--- src/mdb_pkg.sv ---
// Shared constants, state codes and the CRC step for the Modbus RTU reader.
// Assumes a 10 MHz core clock; every user imports nothing and writes mdb_pkg::name.
package mdb_pkg;

    // Clock and character timing
    localparam int unsigned CLK_HZ          = 10_000_000;
    localparam int unsigned BAUD_RATE       = 19200;           // Bits per second
    localparam int unsigned DATA_BITS       = 8;               // No parity bit
    localparam int unsigned STOP_BITS       = 1;
    localparam int unsigned BIT_CYCLES      = (CLK_HZ + BAUD_RATE / 2) / BAUD_RATE;
    localparam int unsigned HALF_BIT_CYCLES = BIT_CYCLES / 2;
    localparam int unsigned CHAR_BITS       = 1 + DATA_BITS + STOP_BITS;

    // Gaps kept by the master, in milliseconds
    localparam int unsigned BYTE_GAP_MS     = 20;              // Longest gap inside a request
    localparam int unsigned FRAME_GAP_MS    = 50;              // Least gap between requests
    localparam int unsigned BYTE_GAP_CYCLES = BYTE_GAP_MS * (CLK_HZ / 1000);

    // Protocol values
    localparam logic [7:0]  FUNC_READ_HOLD  = 8'h03;
    localparam logic [3:0]  REQ_BYTES       = 4'h8;            // Addr, func, 2 start, 2 count, 2 CRC
    localparam logic [15:0] CRC_INIT        = 16'hffff;
    localparam logic [15:0] CRC_POLY        = 16'ha001;        // Reflected CRC-16 polynomial
    localparam logic [15:0] MAX_COUNT       = 16'h007d;        // Byte count must fit one byte
    localparam logic [7:0]  FACTORY_ADDR    = 8'h01;           // Arbitrary default slave address

    // Holding register map, zero based
    localparam logic [15:0] NUM_REGS        = 16'h0010;
    localparam logic [15:0] REG_EPOCH_HI    = 16'h0004;
    localparam logic [15:0] REG_EPOCH_LO    = 16'h0005;
    localparam logic [15:0] REG_SYS_STATUS  = 16'h0007;
    localparam logic [15:0] REG_VISUAL      = 16'h0009;
    localparam logic [15:0] REG_MOTOR_SPEED = 16'h000a;
    localparam logic [15:0] REG_MOTOR_DIR   = 16'h000b;

    // Frame engine states
    typedef enum logic [1:0] {
        ST_LISTEN = 2'b01,
        ST_REPLY  = 2'b10
    } mdb_state_e;

    // One byte through the Modbus CRC, least significant bit first
    function automatic logic [15:0] crc_step(input logic [15:0] crc, input logic [7:0] data);
        logic [15:0] c;
        c = crc ^ {8'h00, data};
        for (int i = 0; i < 8; i++)
        begin
            c = c[0] ? ((c >> 1) ^ CRC_POLY) : (c >> 1);
        end
        return c;
    endfunction : crc_step

endpackage : mdb_pkg

--- src/mdb_buf2.sv ---
// Two-entry byte buffer between the reply builder and the serial sender.
// Assumes one clock, a synchronous active-low reset and a shared clock enable.
`timescale 1ns/1ps
module mdb_buf2 #(
    parameter int unsigned WIDTH = 8
) (
    // Clock and reset
    input  wire logic             core_clk,
    input  wire logic             resetn,
    input  wire logic             ce,
    // Filling side
    input  wire logic             in_valid,
    output logic                  in_ready,
    input  wire logic [WIDTH-1:0] in_data,
    // Draining side
    output logic                  out_valid,
    input  wire logic             out_ready,
    output logic      [WIDTH-1:0] out_data
);
    logic [WIDTH-1:0] slot_q [2];   // Storage, read straight from flops
    logic             wr_q;         // Slot for the next write
    logic             rd_q;         // Slot for the next read
    logic [1:0]       cnt_q;        // Words held, 0 to 2
    logic             push;
    logic             pop;

    // Honest full and empty flags
    assign in_ready  = (cnt_q != 2'h2);
    assign out_valid = (cnt_q != 2'h0);
    assign out_data  = slot_q[rd_q];
    assign push      = in_valid && in_ready;
    assign pop       = out_valid && out_ready;

    // Pointers and count; simultaneous push and pop keep the count
    always_ff @(posedge core_clk)
    begin
        if (!resetn)
        begin
            wr_q      <= 1'b0;
            rd_q      <= 1'b0;
            cnt_q     <= 2'h0;
            slot_q[0] <= '0;
            slot_q[1] <= '0;
        end
        else if (ce)
        begin
            if (push)
            begin
                slot_q[wr_q] <= in_data;
                wr_q         <= !wr_q;
            end
            if (pop)
            begin
                rd_q <= !rd_q;
            end
            cnt_q <= cnt_q + 2'(push) - 2'(pop);
        end
    end

endmodule : mdb_buf2

--- src/mdb_rtu_reader.sv ---
// Modbus RTU slave that answers read-holding-register requests on a serial line.
// Assumes rx_pin is already synchronous to core_clk and idles high.
`timescale 1ns/1ps
module mdb_rtu_reader #(
    parameter int unsigned GAP_CYCLES = mdb_pkg::BYTE_GAP_CYCLES
) (
    // Clock, reset, freeze
    input  wire logic        core_clk,
    input  wire logic        resetn,
    input  wire logic        ce,
    // Serial line
    input  wire logic        rx_pin,
    output logic             tx_pin,
    // Slave address setting
    input  wire logic        addr_wr,
    input  wire logic [7:0]  addr_wr_data,
    output logic      [7:0]  slave_addr,
    // Register contents from the controller
    input  wire logic [31:0] epoch_secs,
    input  wire logic [15:0] sys_status,
    input  wire logic [15:0] visual_status,
    input  wire logic [15:0] motor_speed,
    input  wire logic [15:0] motor_dir,
    // Activity
    output logic             reply_active
);
    localparam int unsigned CW = 10;                    // Bit-time counter width
    localparam int unsigned GW = 24;                    // Gap counter width

    // Receiver state
    logic [CW-1:0]  rx_cnt_q;                           // Cycles to next sample
    logic [3:0]     rx_bit_q;                           // 0 start, 1-8 data, 9 stop
    logic           rx_busy_q;
    logic [7:0]     rx_shift_q;
    logic           rx_done_q;                          // One-cycle byte strobe
    // Frame collection
    mdb_pkg::mdb_state_e state_q;
    logic [3:0]     nbytes_q;                           // Saturates at 15
    logic [15:0]    rx_crc_q;                           // Zero after a good frame
    logic [GW-1:0]  gap_q;                              // Silence since last byte
    logic [7:0]     req_addr_q;
    logic [7:0]     req_func_q;
    logic [15:0]    req_start_q;
    logic [15:0]    req_count_q;
    logic [7:0]     slave_addr_q;
    // Reply builder
    logic [8:0]     idx_q;                              // Byte index in the reply
    logic [15:0]    tx_crc_q;
    // Sender
    logic [CW-1:0]  tx_cnt_q;
    logic [3:0]     tx_bit_q;
    logic           tx_busy_q;
    logic [9:0]     tx_shift_q;                         // Stop, data, start
    // Buffer wires
    logic           buf_in_valid;
    logic           buf_in_ready;
    logic [7:0]     buf_in_data;
    logic           buf_out_valid;
    logic           buf_out_ready;
    logic [7:0]     buf_out_data;

    // Frame decode
    logic           frame_end;
    logic           frame_ok;
    logic [16:0]    span;
    logic [8:0]     data_idx;
    logic [15:0]    reg_sel;
    logic [15:0]    reg_word;
    logic [8:0]     crc_lo_idx;
    logic           push;

    // End of frame once the line has been quiet for the byte gap
    assign frame_end = (state_q == mdb_pkg::ST_LISTEN) && (nbytes_q != 4'h0)
                       && !rx_busy_q && (gap_q == GW'(GAP_CYCLES - 1));
    assign span      = {1'b0, req_start_q} + {1'b0, req_count_q};
    // Length, address, function, CRC and range all must hold
    assign frame_ok  = (nbytes_q == mdb_pkg::REQ_BYTES) && (rx_crc_q == 16'h0000)
                       && (req_addr_q == slave_addr_q)
                       && (req_func_q == mdb_pkg::FUNC_READ_HOLD)
                       && (req_count_q != 16'h0000) && (req_count_q <= mdb_pkg::MAX_COUNT)
                       && (span <= {1'b0, mdb_pkg::NUM_REGS});

    // Register selection, zero based from the start field
    assign data_idx   = idx_q - 9'h003;
    assign reg_sel    = req_start_q + {8'h00, data_idx[8:1]};
    assign reg_word   = (reg_sel == mdb_pkg::REG_EPOCH_HI)    ? epoch_secs[31:16] :
                        (reg_sel == mdb_pkg::REG_EPOCH_LO)    ? epoch_secs[15:0]  :
                        (reg_sel == mdb_pkg::REG_SYS_STATUS)  ? sys_status        :
                        (reg_sel == mdb_pkg::REG_VISUAL)      ? visual_status     :
                        (reg_sel == mdb_pkg::REG_MOTOR_SPEED) ? motor_speed       :
                        (reg_sel == mdb_pkg::REG_MOTOR_DIR)   ? motor_dir         : 16'h0000;
    assign crc_lo_idx = 9'h003 + {req_count_q[7:0], 1'b0};

    // Reply byte at the current index; high byte of each word first
    assign buf_in_data = (idx_q == 9'h000) ? slave_addr_q :
                         (idx_q == 9'h001) ? mdb_pkg::FUNC_READ_HOLD :
                         (idx_q == 9'h002) ? {req_count_q[6:0], 1'b0} :
                         (idx_q == crc_lo_idx) ? tx_crc_q[7:0] :
                         (idx_q > crc_lo_idx) ? tx_crc_q[15:8] :
                         (data_idx[0] ? reg_word[7:0] : reg_word[15:8]);
    assign buf_in_valid = (state_q == mdb_pkg::ST_REPLY);
    assign push         = buf_in_valid && buf_in_ready;
    assign slave_addr   = slave_addr_q;
    assign reply_active = (state_q == mdb_pkg::ST_REPLY) || buf_out_valid || tx_busy_q;
    assign tx_pin       = tx_shift_q[0];
    assign buf_out_ready = !tx_busy_q;

    // Receiver: centre-sample start, eight data bits, then check stop
    always_ff @(posedge core_clk)
    begin
        if (!resetn)
        begin
            rx_cnt_q   <= '0;
            rx_bit_q   <= 4'h0;
            rx_busy_q  <= 1'b0;
            rx_shift_q <= 8'h00;
            rx_done_q  <= 1'b0;
        end
        else if (ce)
        begin
            rx_done_q <= 1'b0;
            if (!rx_busy_q)
            begin
                if (!rx_pin)                            // Falling edge of start
                begin
                    rx_busy_q <= 1'b1;
                    rx_bit_q  <= 4'h0;
                    rx_cnt_q  <= CW'(mdb_pkg::HALF_BIT_CYCLES - 1);
                end
            end
            else if (rx_cnt_q != '0)
            begin
                rx_cnt_q <= rx_cnt_q - CW'(1);
            end
            else
            begin
                rx_cnt_q <= CW'(mdb_pkg::BIT_CYCLES - 1);
                if (rx_bit_q == 4'h0)
                begin
                    // A start bit gone high at mid-bit was noise
                    rx_busy_q <= !rx_pin;
                    rx_bit_q  <= 4'h1;
                end
                else if (rx_bit_q <= 4'(mdb_pkg::DATA_BITS))
                begin
                    rx_shift_q <= {rx_pin, rx_shift_q[7:1]};       // LSB first
                    rx_bit_q   <= rx_bit_q + 4'h1;
                end
                else
                begin
                    // Framing error drops the byte; the gap still ends the frame
                    rx_busy_q <= 1'b0;
                    rx_done_q <= rx_pin;
                end
            end
        end
    end

    // Frame collection and reply sequencing
    always_ff @(posedge core_clk)
    begin
        if (!resetn)
        begin
            state_q      <= mdb_pkg::ST_LISTEN;
            nbytes_q     <= 4'h0;
            rx_crc_q     <= mdb_pkg::CRC_INIT;
            gap_q        <= '0;
            req_addr_q   <= 8'h00;
            req_func_q   <= 8'h00;
            req_start_q  <= 16'h0000;
            req_count_q  <= 16'h0000;
            slave_addr_q <= mdb_pkg::FACTORY_ADDR;
            idx_q        <= 9'h000;
            tx_crc_q     <= mdb_pkg::CRC_INIT;
        end
        else if (ce)
        begin
            // Stored address, rewritable in the field
            if (addr_wr)
            begin
                slave_addr_q <= addr_wr_data;
            end
            // Silence counter restarts on every line activity
            if (rx_busy_q || rx_done_q || nbytes_q == 4'h0)
            begin
                gap_q <= '0;
            end
            else if (gap_q != GW'(GAP_CYCLES - 1))
            begin
                gap_q <= gap_q + GW'(1);
            end
            case (state_q)
                mdb_pkg::ST_LISTEN:
                begin
                    if (frame_end)
                    begin
                        nbytes_q <= 4'h0;
                        rx_crc_q <= mdb_pkg::CRC_INIT;
                        idx_q    <= 9'h000;
                        tx_crc_q <= mdb_pkg::CRC_INIT;
                        // Anything else is dropped without a word
                        if (frame_ok)
                        begin
                            state_q <= mdb_pkg::ST_REPLY;
                        end
                    end
                    else if (rx_done_q)
                    begin
                        rx_crc_q <= mdb_pkg::crc_step(rx_crc_q, rx_shift_q);
                        if (nbytes_q != 4'hf)
                        begin
                            nbytes_q <= nbytes_q + 4'h1;
                        end
                        // Fields in the order they arrive
                        case (nbytes_q)
                            4'h0: req_addr_q         <= rx_shift_q;
                            4'h1: req_func_q         <= rx_shift_q;
                            4'h2: req_start_q[15:8]  <= rx_shift_q;
                            4'h3: req_start_q[7:0]   <= rx_shift_q;
                            4'h4: req_count_q[15:8]  <= rx_shift_q;
                            4'h5: req_count_q[7:0]   <= rx_shift_q;
                            default: ;
                        endcase
                    end
                end
                mdb_pkg::ST_REPLY:
                begin
                    // Bytes heard while answering are ignored: half duplex
                    if (push)
                    begin
                        idx_q <= idx_q + 9'h001;
                        if (idx_q < crc_lo_idx)
                        begin
                            tx_crc_q <= mdb_pkg::crc_step(tx_crc_q, buf_in_data);
                        end
                        if (idx_q > crc_lo_idx)
                        begin
                            state_q <= mdb_pkg::ST_LISTEN;
                        end
                    end
                end
                default:
                begin
                    state_q <= mdb_pkg::ST_LISTEN;
                end
            endcase
        end
    end

    // Stall point: the builder waits while both slots are full
    mdb_buf2 #(
        .WIDTH (8)
    ) u_buf (
        .core_clk  (core_clk),
        .resetn    (resetn),
        .ce        (ce),
        .in_valid  (buf_in_valid),
        .in_ready  (buf_in_ready),
        .in_data   (buf_in_data),
        .out_valid (buf_out_valid),
        .out_ready (buf_out_ready),
        .out_data  (buf_out_data)
    );

    // Sender: start bit, eight data bits LSB first, one stop bit
    always_ff @(posedge core_clk)
    begin
        if (!resetn)
        begin
            tx_cnt_q   <= '0;
            tx_bit_q   <= 4'h0;
            tx_busy_q  <= 1'b0;
            tx_shift_q <= 10'h3ff;                              // Line idles high
        end
        else if (ce)
        begin
            if (!tx_busy_q)
            begin
                if (buf_out_valid)
                begin
                    tx_shift_q <= {1'b1, buf_out_data, 1'b0};
                    tx_busy_q  <= 1'b1;
                    tx_bit_q   <= 4'h0;
                    tx_cnt_q   <= CW'(mdb_pkg::BIT_CYCLES - 1);
                end
            end
            else if (tx_cnt_q != '0)
            begin
                tx_cnt_q <= tx_cnt_q - CW'(1);
            end
            else
            begin
                tx_cnt_q   <= CW'(mdb_pkg::BIT_CYCLES - 1);
                tx_shift_q <= {1'b1, tx_shift_q[9:1]};
                tx_bit_q   <= tx_bit_q + 4'h1;
                if (tx_bit_q == 4'(mdb_pkg::CHAR_BITS - 1))
                begin
                    tx_busy_q <= 1'b0;
                end
            end
        end
    end
endmodule : mdb_rtu_reader

--- config.mk ---
export PLATFORM = sky130hd
export DESIGN_NAME = mdb_rtu_reader
export DESIGN_NICKNAME = d
export VERILOG_FILES = /design/src/mdb_pkg.sv /design/src/mdb_buf2.sv /design/src/mdb_rtu_reader.sv
export SDC_FILE = /design/constraint.sdc
export NUM_CORES = 1
export LEC_CHECK = 0
export ABC_AREA = 1
export BUFFER_PORTS_ARGS = -buffer_cell sky130_fd_sc_hd__buf_2
export CAP_MARGIN = 40
export CORE_UTILIZATION = 55
export CTS_CLUSTER_DIAMETER = 120
export CTS_CLUSTER_SIZE = 30
export DETAILED_ROUTE_END_ITERATION = 12
export HOLD_SLACK_MARGIN = 0.12
export PLACE_DENSITY = 0.81
export SETUP_SLACK_MARGIN = 0.1
export SLEW_MARGIN = 40
export SYNTH_ARGS = -nofsm -noshare
export SYNTH_HDL_FRONTEND = slang
export SYNTH_SLANG_ARGS = --single-unit
--- constraint.sdc ---
create_clock -name core_clk -period 3.68 [get_ports core_clk]
set_input_delay 0.368 -clock core_clk [delete_from_list [all_inputs] [get_ports core_clk]]
set_output_delay 0.368 -clock core_clk [all_outputs]
set_load 0.02 [all_outputs]
==> run metrics, run 1 <==
status=finished with violations; failing checks=setup timing; overall power=5.06 mW; Avg WL per Cell=16.5 um; MaxCap Viol Count=0; Die ar.=0.0227 sq mm; Worst Setup End Kind=register; Reg clk slew, reported paths=0.08 ns; Synth Instances=1821; share of layout cells above drive strength 1=24.5%; sequential fraction of the synthesis area=33.6%; CTS root buf=clkbuf_16; post-route insts no fill=2372; Final nets=2242; CP Class=register to register; Hold Path Class=primary input to register; Place WS=-0.710 ns; number of global-route vias before repair=12788; Post-DRT Antenna Nets=0; Slew @ Worst Pin=0.785 ns; Die Height=151 um; crit path time final=4.63 ns; largest area contributor in the netlist=dfxtp_1; routability congestion estimate from global placement=0.979; Clock Tree Buf Depth=2; Crit path required time=4.02 ns; number of library cell types mapped by synthesis=54; Post-DP Area=0.0140 sq mm; Clock Latency Late Sink=0.44 ns; number of setup violations in the final report=25; final worst-path cycle share=126%; FMAX=216 MHz; cts-stage hold buffer count=0; Rel. slew slack=47.5%; most common cell in the netlist=nand2_1; WP data arrival=4.96 ns; Avg Cell Area, Syn=6.68 sq um; largest net degree at the start of global routing=43; Vias=13721; first-pass GRT wire length=59.1 mm; detailed placement HPWL=26.5 mm; effective utilization at floorplan=55.9%; Leakage=7.18 nW; drt first pass iters=5; core box area=0.0218 sq mm; routed wire length=39.1 mm; Yosys reg bits=196; startpoint types=register; Cells after DPL=2292; Final Hold Fails=0; CTS tree=yes; asr flop ratio synth=0%; Slew Viols, Final=0; Area contributors post-synth=dfxtp_1 (30%), nand2_1 (12%), inv_1 (7.7%); Syn Nets=1984; total I/O pin count=119; Row Count=54; Peak VDD IR=0.315 mV; Clock Skews=0.0128 ns; initial antenna violation count=0; CP delay by family, top=simple AND/OR/NAND/NOR gates; slowest stage cell, crit path=dfxtp_4; Top FF cell, synth=dfxtp_1; Worst path most repeated cell=nand2_1; Via density=5.78; Area growth syn-to-layout=28.8%; H-tree levels=4; Iter 0 DRT Violations=1121; RSZ-0062 raised after global routing=true; grt total ovfl=0; Total GRT Usage=32.7%; Netlist Area Pre-Place=0.0122 sq mm; # port buffers=118; total CTS buffers=17; worst hold slack=0.144 ns; Ys Warns=0; Finished Cell Area=0.0157 sq mm; die width=151 um; Buf/Inv on CP=4; n_diodes=0; crit path max fanout=5; Max stage delay on crit path=0.38 ns; EDFF count, synth=16; Final WS setup=-0.948 ns; post-synth top area share=29.6%; CTS sink cnt=196; synth cell count leaders=nand2_1 (388), inv_1 (251), dfxtp_1 (180), nor2_1 (179), a21oi_1 (143); pwr/cell area=323 mW/mm^2; residual DRC count=0
==> layout by cell type (no fill, tap or decap), types with 55 or more instances in the layout <==
cell       n
nand4_1   55
dfxtp_1  174
a21oi_1  139
buf_4    153
buf_2    118
nand2_2   61
inv_1    236
nor2_1   158
nand2_1  331
o21ai_0  118
nand3_1  113
==> area by class of cell <==
class                   instances  area (sq um)
clock inverters                15           164
fillers                      1628          6080
multi-input cells            1312          7590
inverters                     263          1010
clock buffers                  17           425
well taps                     280           350
flip-flops and latches        196          4100
repair buffers                289          2030
==> final timing paths <==
check	end	startpoint	slack (ns)	cells after the start
setup / recovery	tx_crc_q[0]	idx_q[1]	-0.95	40
hold reg to reg	req_func_q[1]	req_func_q[1]	0.45	2
hold / removal	slave_addr[0]	addr_wr_data[0]	0.14	3
setup reg to reg	tx_crc_q[0]	idx_q[1]	-0.95	40
==> worst min-delay path, delay by kind of cell <==
family	cells	cell delay (ns)
buffers and inverters	1	0.08
AO/OA/AOI/OAI	1	0.07
AND/OR/NAND/NOR	1	0.04
==> power by group <==
part	switching [mW]	internal [mW]	total (mW)
Sequential	0.0913	2.25	2.34
Combinational	0.504	0.308	0.812
Clock	0.891	1.02	1.91
==> cells by family (layout without fill, tap and decap cells) <==
group / after synthesis / after routing / synth area share, %
AND/OR/NAND/NOR: 864 / 865 / 31.6
buffers and inverters: 314 / 584 / 9.83
AO/OA/AOI/OAI: 338 / 338 / 15.3
flip-flops: 196 / 196 / 33.6
XOR/XNOR: 55 / 55 / 3.96
adder cells (fa/ha/maj): 54 / 54 / 5.68
==> flip-flops by register name, summed over array words and instances, names as in the netlist, named ones only <==
register      flops
tx_shift_q        9
state_q           2
rx_done_q         1
req_func_q        8
req_start_q      16
tx_cnt_q         10
tx_busy_q         1
idx_q             9
nbytes_q          4
u_buf.cnt_q       2
slave_addr        8
tx_crc_q         16
rx_cnt_q         10
u_buf.wr_q        1
rx_shift_q        8
rx_busy_q         1
req_addr_q        8
gap_q            24
tx_bit_q          4
u_buf.slot_q     16
req_count_q      16
rx_crc_q         16
rx_bit_q          4
u_buf.rd_q        1
==> timing repair <==
item | 4_1_cts | 5_1_grt
setup buffers | 25 | 23
resized for setup | 65 | 116
pin swaps | 62 | 59
gates cloned | 2 | 0
endpoints found under the setup margin | 29 | 32
==> through the flow <==
stage,TNS [ns],utilization (%)
6_report,-11.45,72.1
5_1_grt,-19.50,72.1
4_1_cts,-6.82,69.6
3_5_place_dp,-6.21,64.5
3_3_place_gp,-3.86,64.5
2_1_floorplan,-0.574,-
==> per-layer routing <==
| metal | share of wire [%] | vias up | global-route usage [%] | wire (um) |
|---|---|---|---|---|
| met1 | 39 | 6282 | 38.8 | 15200 |
| met5 | 0 | - | 0 | 0 |
| met3 | 8.6 | 208 | 5.76 | 3350 |
| met4 | 5.0 | 0 | 15.8 | 1960 |
| li1 | - | 6551 | - | - |
| met2 | 48 | 680 | 56.7 | 18600 |
No activity file was read; power rests on OpenSTA's default activity.
==> run 2, diff against run 1 <==
--- a/config.mk
+++ b/config.mk
@@ -6,12 +6,12 @@
 export NUM_CORES = 1
 export LEC_CHECK = 0
 export ABC_AREA = 1
-export BUFFER_PORTS_ARGS = -buffer_cell sky130_fd_sc_hd__buf_2
 export CAP_MARGIN = 40
-export CORE_UTILIZATION = 55
+export CORE_UTILIZATION = 59
 export CTS_CLUSTER_DIAMETER = 120
 export CTS_CLUSTER_SIZE = 30
 export DETAILED_ROUTE_END_ITERATION = 12
+export DONT_BUFFER_PORTS = 1
 export HOLD_SLACK_MARGIN = 0.12
 export PLACE_DENSITY = 0.81
 export SETUP_SLACK_MARGIN = 0.1
==> constraint.sdc (replaced) <==
create_clock -name core_clk -period 3.9 [get_ports core_clk]
set_input_delay 0.39 -clock core_clk [delete_from_list [all_inputs] [get_ports core_clk]]
set_output_delay 0.39 -clock core_clk [all_outputs]
set_load 0.02 [all_outputs]
==> run 2 against run 1 <==
The flow still finishes with violations (setup timing); utilization up 1.0 points; worst setup slack improved by 0.23 ns; worst hold slack got worse by 0.0067 ns; final area fell by 5.7%; routed wire length shrank 4.4%; sequential cell count unchanged; sequential share of layout area is 1.5 points higher; non-clock buffer count shrank 139; cell count down 6.3%; sequential power fell by 5%; total power is 7.6% lower; critical path depth did not move; largest cell class unchanged; largest power group unchanged.
==> run metrics, run 2 (synthesized netlist as in run 1, its figures left out) <==
CTS tree=yes; total I/O pin count=119 (unchanged); Worst path most repeated cell=nand2_1; routed wire length=37.4 mm (-4.4%); worst reg2reg setup slack=-0.71 ns (+0.23 ns); CTS sink cnt=196 (unchanged); first-pass GRT wire length=59.0 mm (-0.10%); Total GRT Usage=34.2% (+1.5 points); pwr/cell area=317 mW/mm^2 (-2.0%); failing checks=setup timing; number of flip-flops in the largest register=24 (unchanged); CP Class=register to register; Iter 0 DRT Violations=984 (-12%); Crit path required time=4.23 ns (+0.21 ns); Final Hold Fails=0 (unchanged); status=finished with violations; WP data arrival=4.94 ns (-0.02 ns); Place WS=-0.592 ns (+0.118 ns); Slew @ Worst Pin=0.885 ns (+0.0996 ns); Avg WL per Cell=16.8 um (+2.0%); worst hold endpoint=req_count_q[0]; final worst-path cycle share=118% (-7.4 points); r2r endpoint=tx_crc_q[0]; worst hold slack=0.138 ns (-0.00672 ns); Slew Viols, Final=0 (unchanged); net switching power=1.29 mW (-13%); drt first pass iters=6 (+1); Die Height=146 um (-3.4%); number of setup violations in the final report=17 (-32%); # port buffers=0 (-100%); crit path max fanout=5 (unchanged); Vias=13077 (-4.7%); die width=146 um (-3.4%); Hold Path Class=primary input to register; Via density=5.88 (+1.7%); FF+latch area=0.00409 sq mm (-0.18%); switch share=27.7% (-1.7 points); startpoint types=register; total CTS buffers=17 (unchanged); core box area=0.0202 sq mm (-7.0%); Final nets=2103 (-6.2%); Multi-input gate area=0.00744 sq mm (-2.0%); crit path time final=4.61 ns (-0.0137 ns); fill count=1540 (-5.4%); number of global-route vias before repair=12461 (-2.6%); Setup TNS Final=-6.82 ns (+4.64 ns); residual DRC count=0 (unchanged); detailed placement HPWL=25.8 mm (-2.6%); most frequent cells in the layout=nand2_1 (343), inv_1 (239), dfxtp_1 (176), nor2_1 (156), a21oi_1 (139); commonest non-fill, non-tap cell in the layout=nand2_1; Post-DRT Antenna Nets=0 (unchanged); grt total ovfl=0 (unchanged); Rel. slew slack=40.5% (-7.0 points); Leakage=6.54 nW (-8.9%); Peak VDD IR=0.340 mV (+8.1%); Buf/Inv on CP=7 (+3); R2R cell count=40 (unchanged); grt met2 use=58.3% (+1.5 points); GR met3 Demand/Resource=6.90% (+1.1 points); Largest Register=gap_q; slowest stage cell, crit path=dfxtp_1; Row Count=52 (-3.7%); internal power=3.39 mW (-5.3%); Combinational Power Share=13.8% (-2.2 points); H-tree levels=4 (unchanged); Max stage delay on crit path=0.43 ns (+0.05 ns); CP delay by family, top=simple AND/OR/NAND/NOR gates; GRT Max-Usage Layer=met2; Crit Reg-Reg Startpoint=idx_q[4]; initial antenna violation count=1 (+1); Clock Latency Late Sink=0.43 ns (about the same); hold path cells=2 (-1); clock share of power=38.8% (+1.0 points); Clock Skews=0.00976 ns (-0.00307 ns); RSZ-0062 raised after global routing=true; Area growth syn-to-layout=21.5%; Final WS setup=-0.715 ns (+0.234 ns); CTS root buf=clkbuf_16; Worst Setup End Kind=register; largest net degree at the start of global routing=84 (+95%); met1 global-route usage=40.8% (+2.0 points); Reg clk slew, reported paths=0.07 ns (about the same); Clock Tree Buf Depth=2 (unchanged); effective utilization at floorplan=60.1% (+4.2 points); Seq pwr share=47.4% (+1.2 points); startpoint of the worst hold path=resetn; FMAX=217 MHz (+0.30%); Die ar.=0.0212 sq mm (-6.7%); MaxCap Viol Count=0 (unchanged); overall power=4.68 mW (-7.6%); routability congestion estimate from global placement=0.961 (-1.8%); share of layout cells above drive strength 1=17.6% (-6.9 points)
==> run 2: changes by cell type in the layout (fill, tap and decap cells not counted), moves of 4 or more <==
cell           change
buf_12             -4
nand3_1            +6
dlygate4sd3_1      +5
buf_4             -30
nand2_4            -9
nand3_4            -7
nand2_1           +12
buf_2            -118
buf_6              +6
==> run 2: metal layers <==
metal / share of wire [%] / wire length (um) / up-vias
met4: 5.3 / 1990 / 0
met5: 0 / 0 / -
met3: 8.3 / 3100 / 176
met1: 39 / 14500 / 6008
li1: - / - / 6284
met2: 48 / 17900 / 609
==> run 2: worst max-delay path by stage <==
stage                               to     start  slack [ns]  cells past startpoint
final                      tx_crc_q[0]  idx_q[4]       -0.71                     40
after floorplan            tx_crc_q[0]  idx_q[5]      -0.006                     41
after global placement     tx_crc_q[0]  idx_q[0]       -0.44                     40
after CTS                  tx_crc_q[0]  idx_q[0]       -0.47                     39
after detailed placement  tx_crc_q[15]  idx_q[0]       -0.59                     36
after global routing       tx_crc_q[0]  idx_q[2]       -1.07                     40
==> run 2: repair_timing <==
action	CTS	global route
pin swaps	32	38
endpoints found under the hold margin	85	0
gates resized for setup	60	79
setup endpoints to repair	19	32
gates cloned	2	0
setup buffers	21	9
hold buffers	6	0
==> run 2: power by group through the flow <==
| stage | sequential [mW] | combinational (mW) | clock (mW) |
|---|---|---|---|
| after detailed placement | 2.26 | 0.569 | 0 |
| final | 2.22 | 0.646 | 1.82 |
| after global routing | 2.23 | 0.727 | 1.90 |
| after CTS | 2.22 | 0.617 | 1.83 |
| after floorplan | 2.23 | 0.466 | 0 |
| after global placement | 2.26 | 0.549 | 0 |
==> run 2: cell type report <==
cell class / count / area share [%]
multi-input cells: 1312 / 50.3
clock inverters: 11 / 1.02
diodes: 1 / 0.0169
well taps: 270 / 2.28
flip-flops and latches: 196 / 27.7
inverters: 263 / 6.79
clock buffers: 20 / 3.02
repair buffers: 150 / 8.89
==> run 2: metrics by stage <==
| stage | std cells | cell area, sq um | utilization, % |
|---|---|---|---|
| 2_1_floorplan | 1821 | 12300 | - |
| 3_3_place_gp | 2154 | 13300 | 65.8 |
| 3_5_place_dp | 2154 | 13300 | 65.8 |
| 4_1_cts | 2214 | 14400 | 71.2 |
| 5_1_grt | 2223 | 14800 | 73.1 |
| 6_report | 2223 | 14800 | 73.1 |
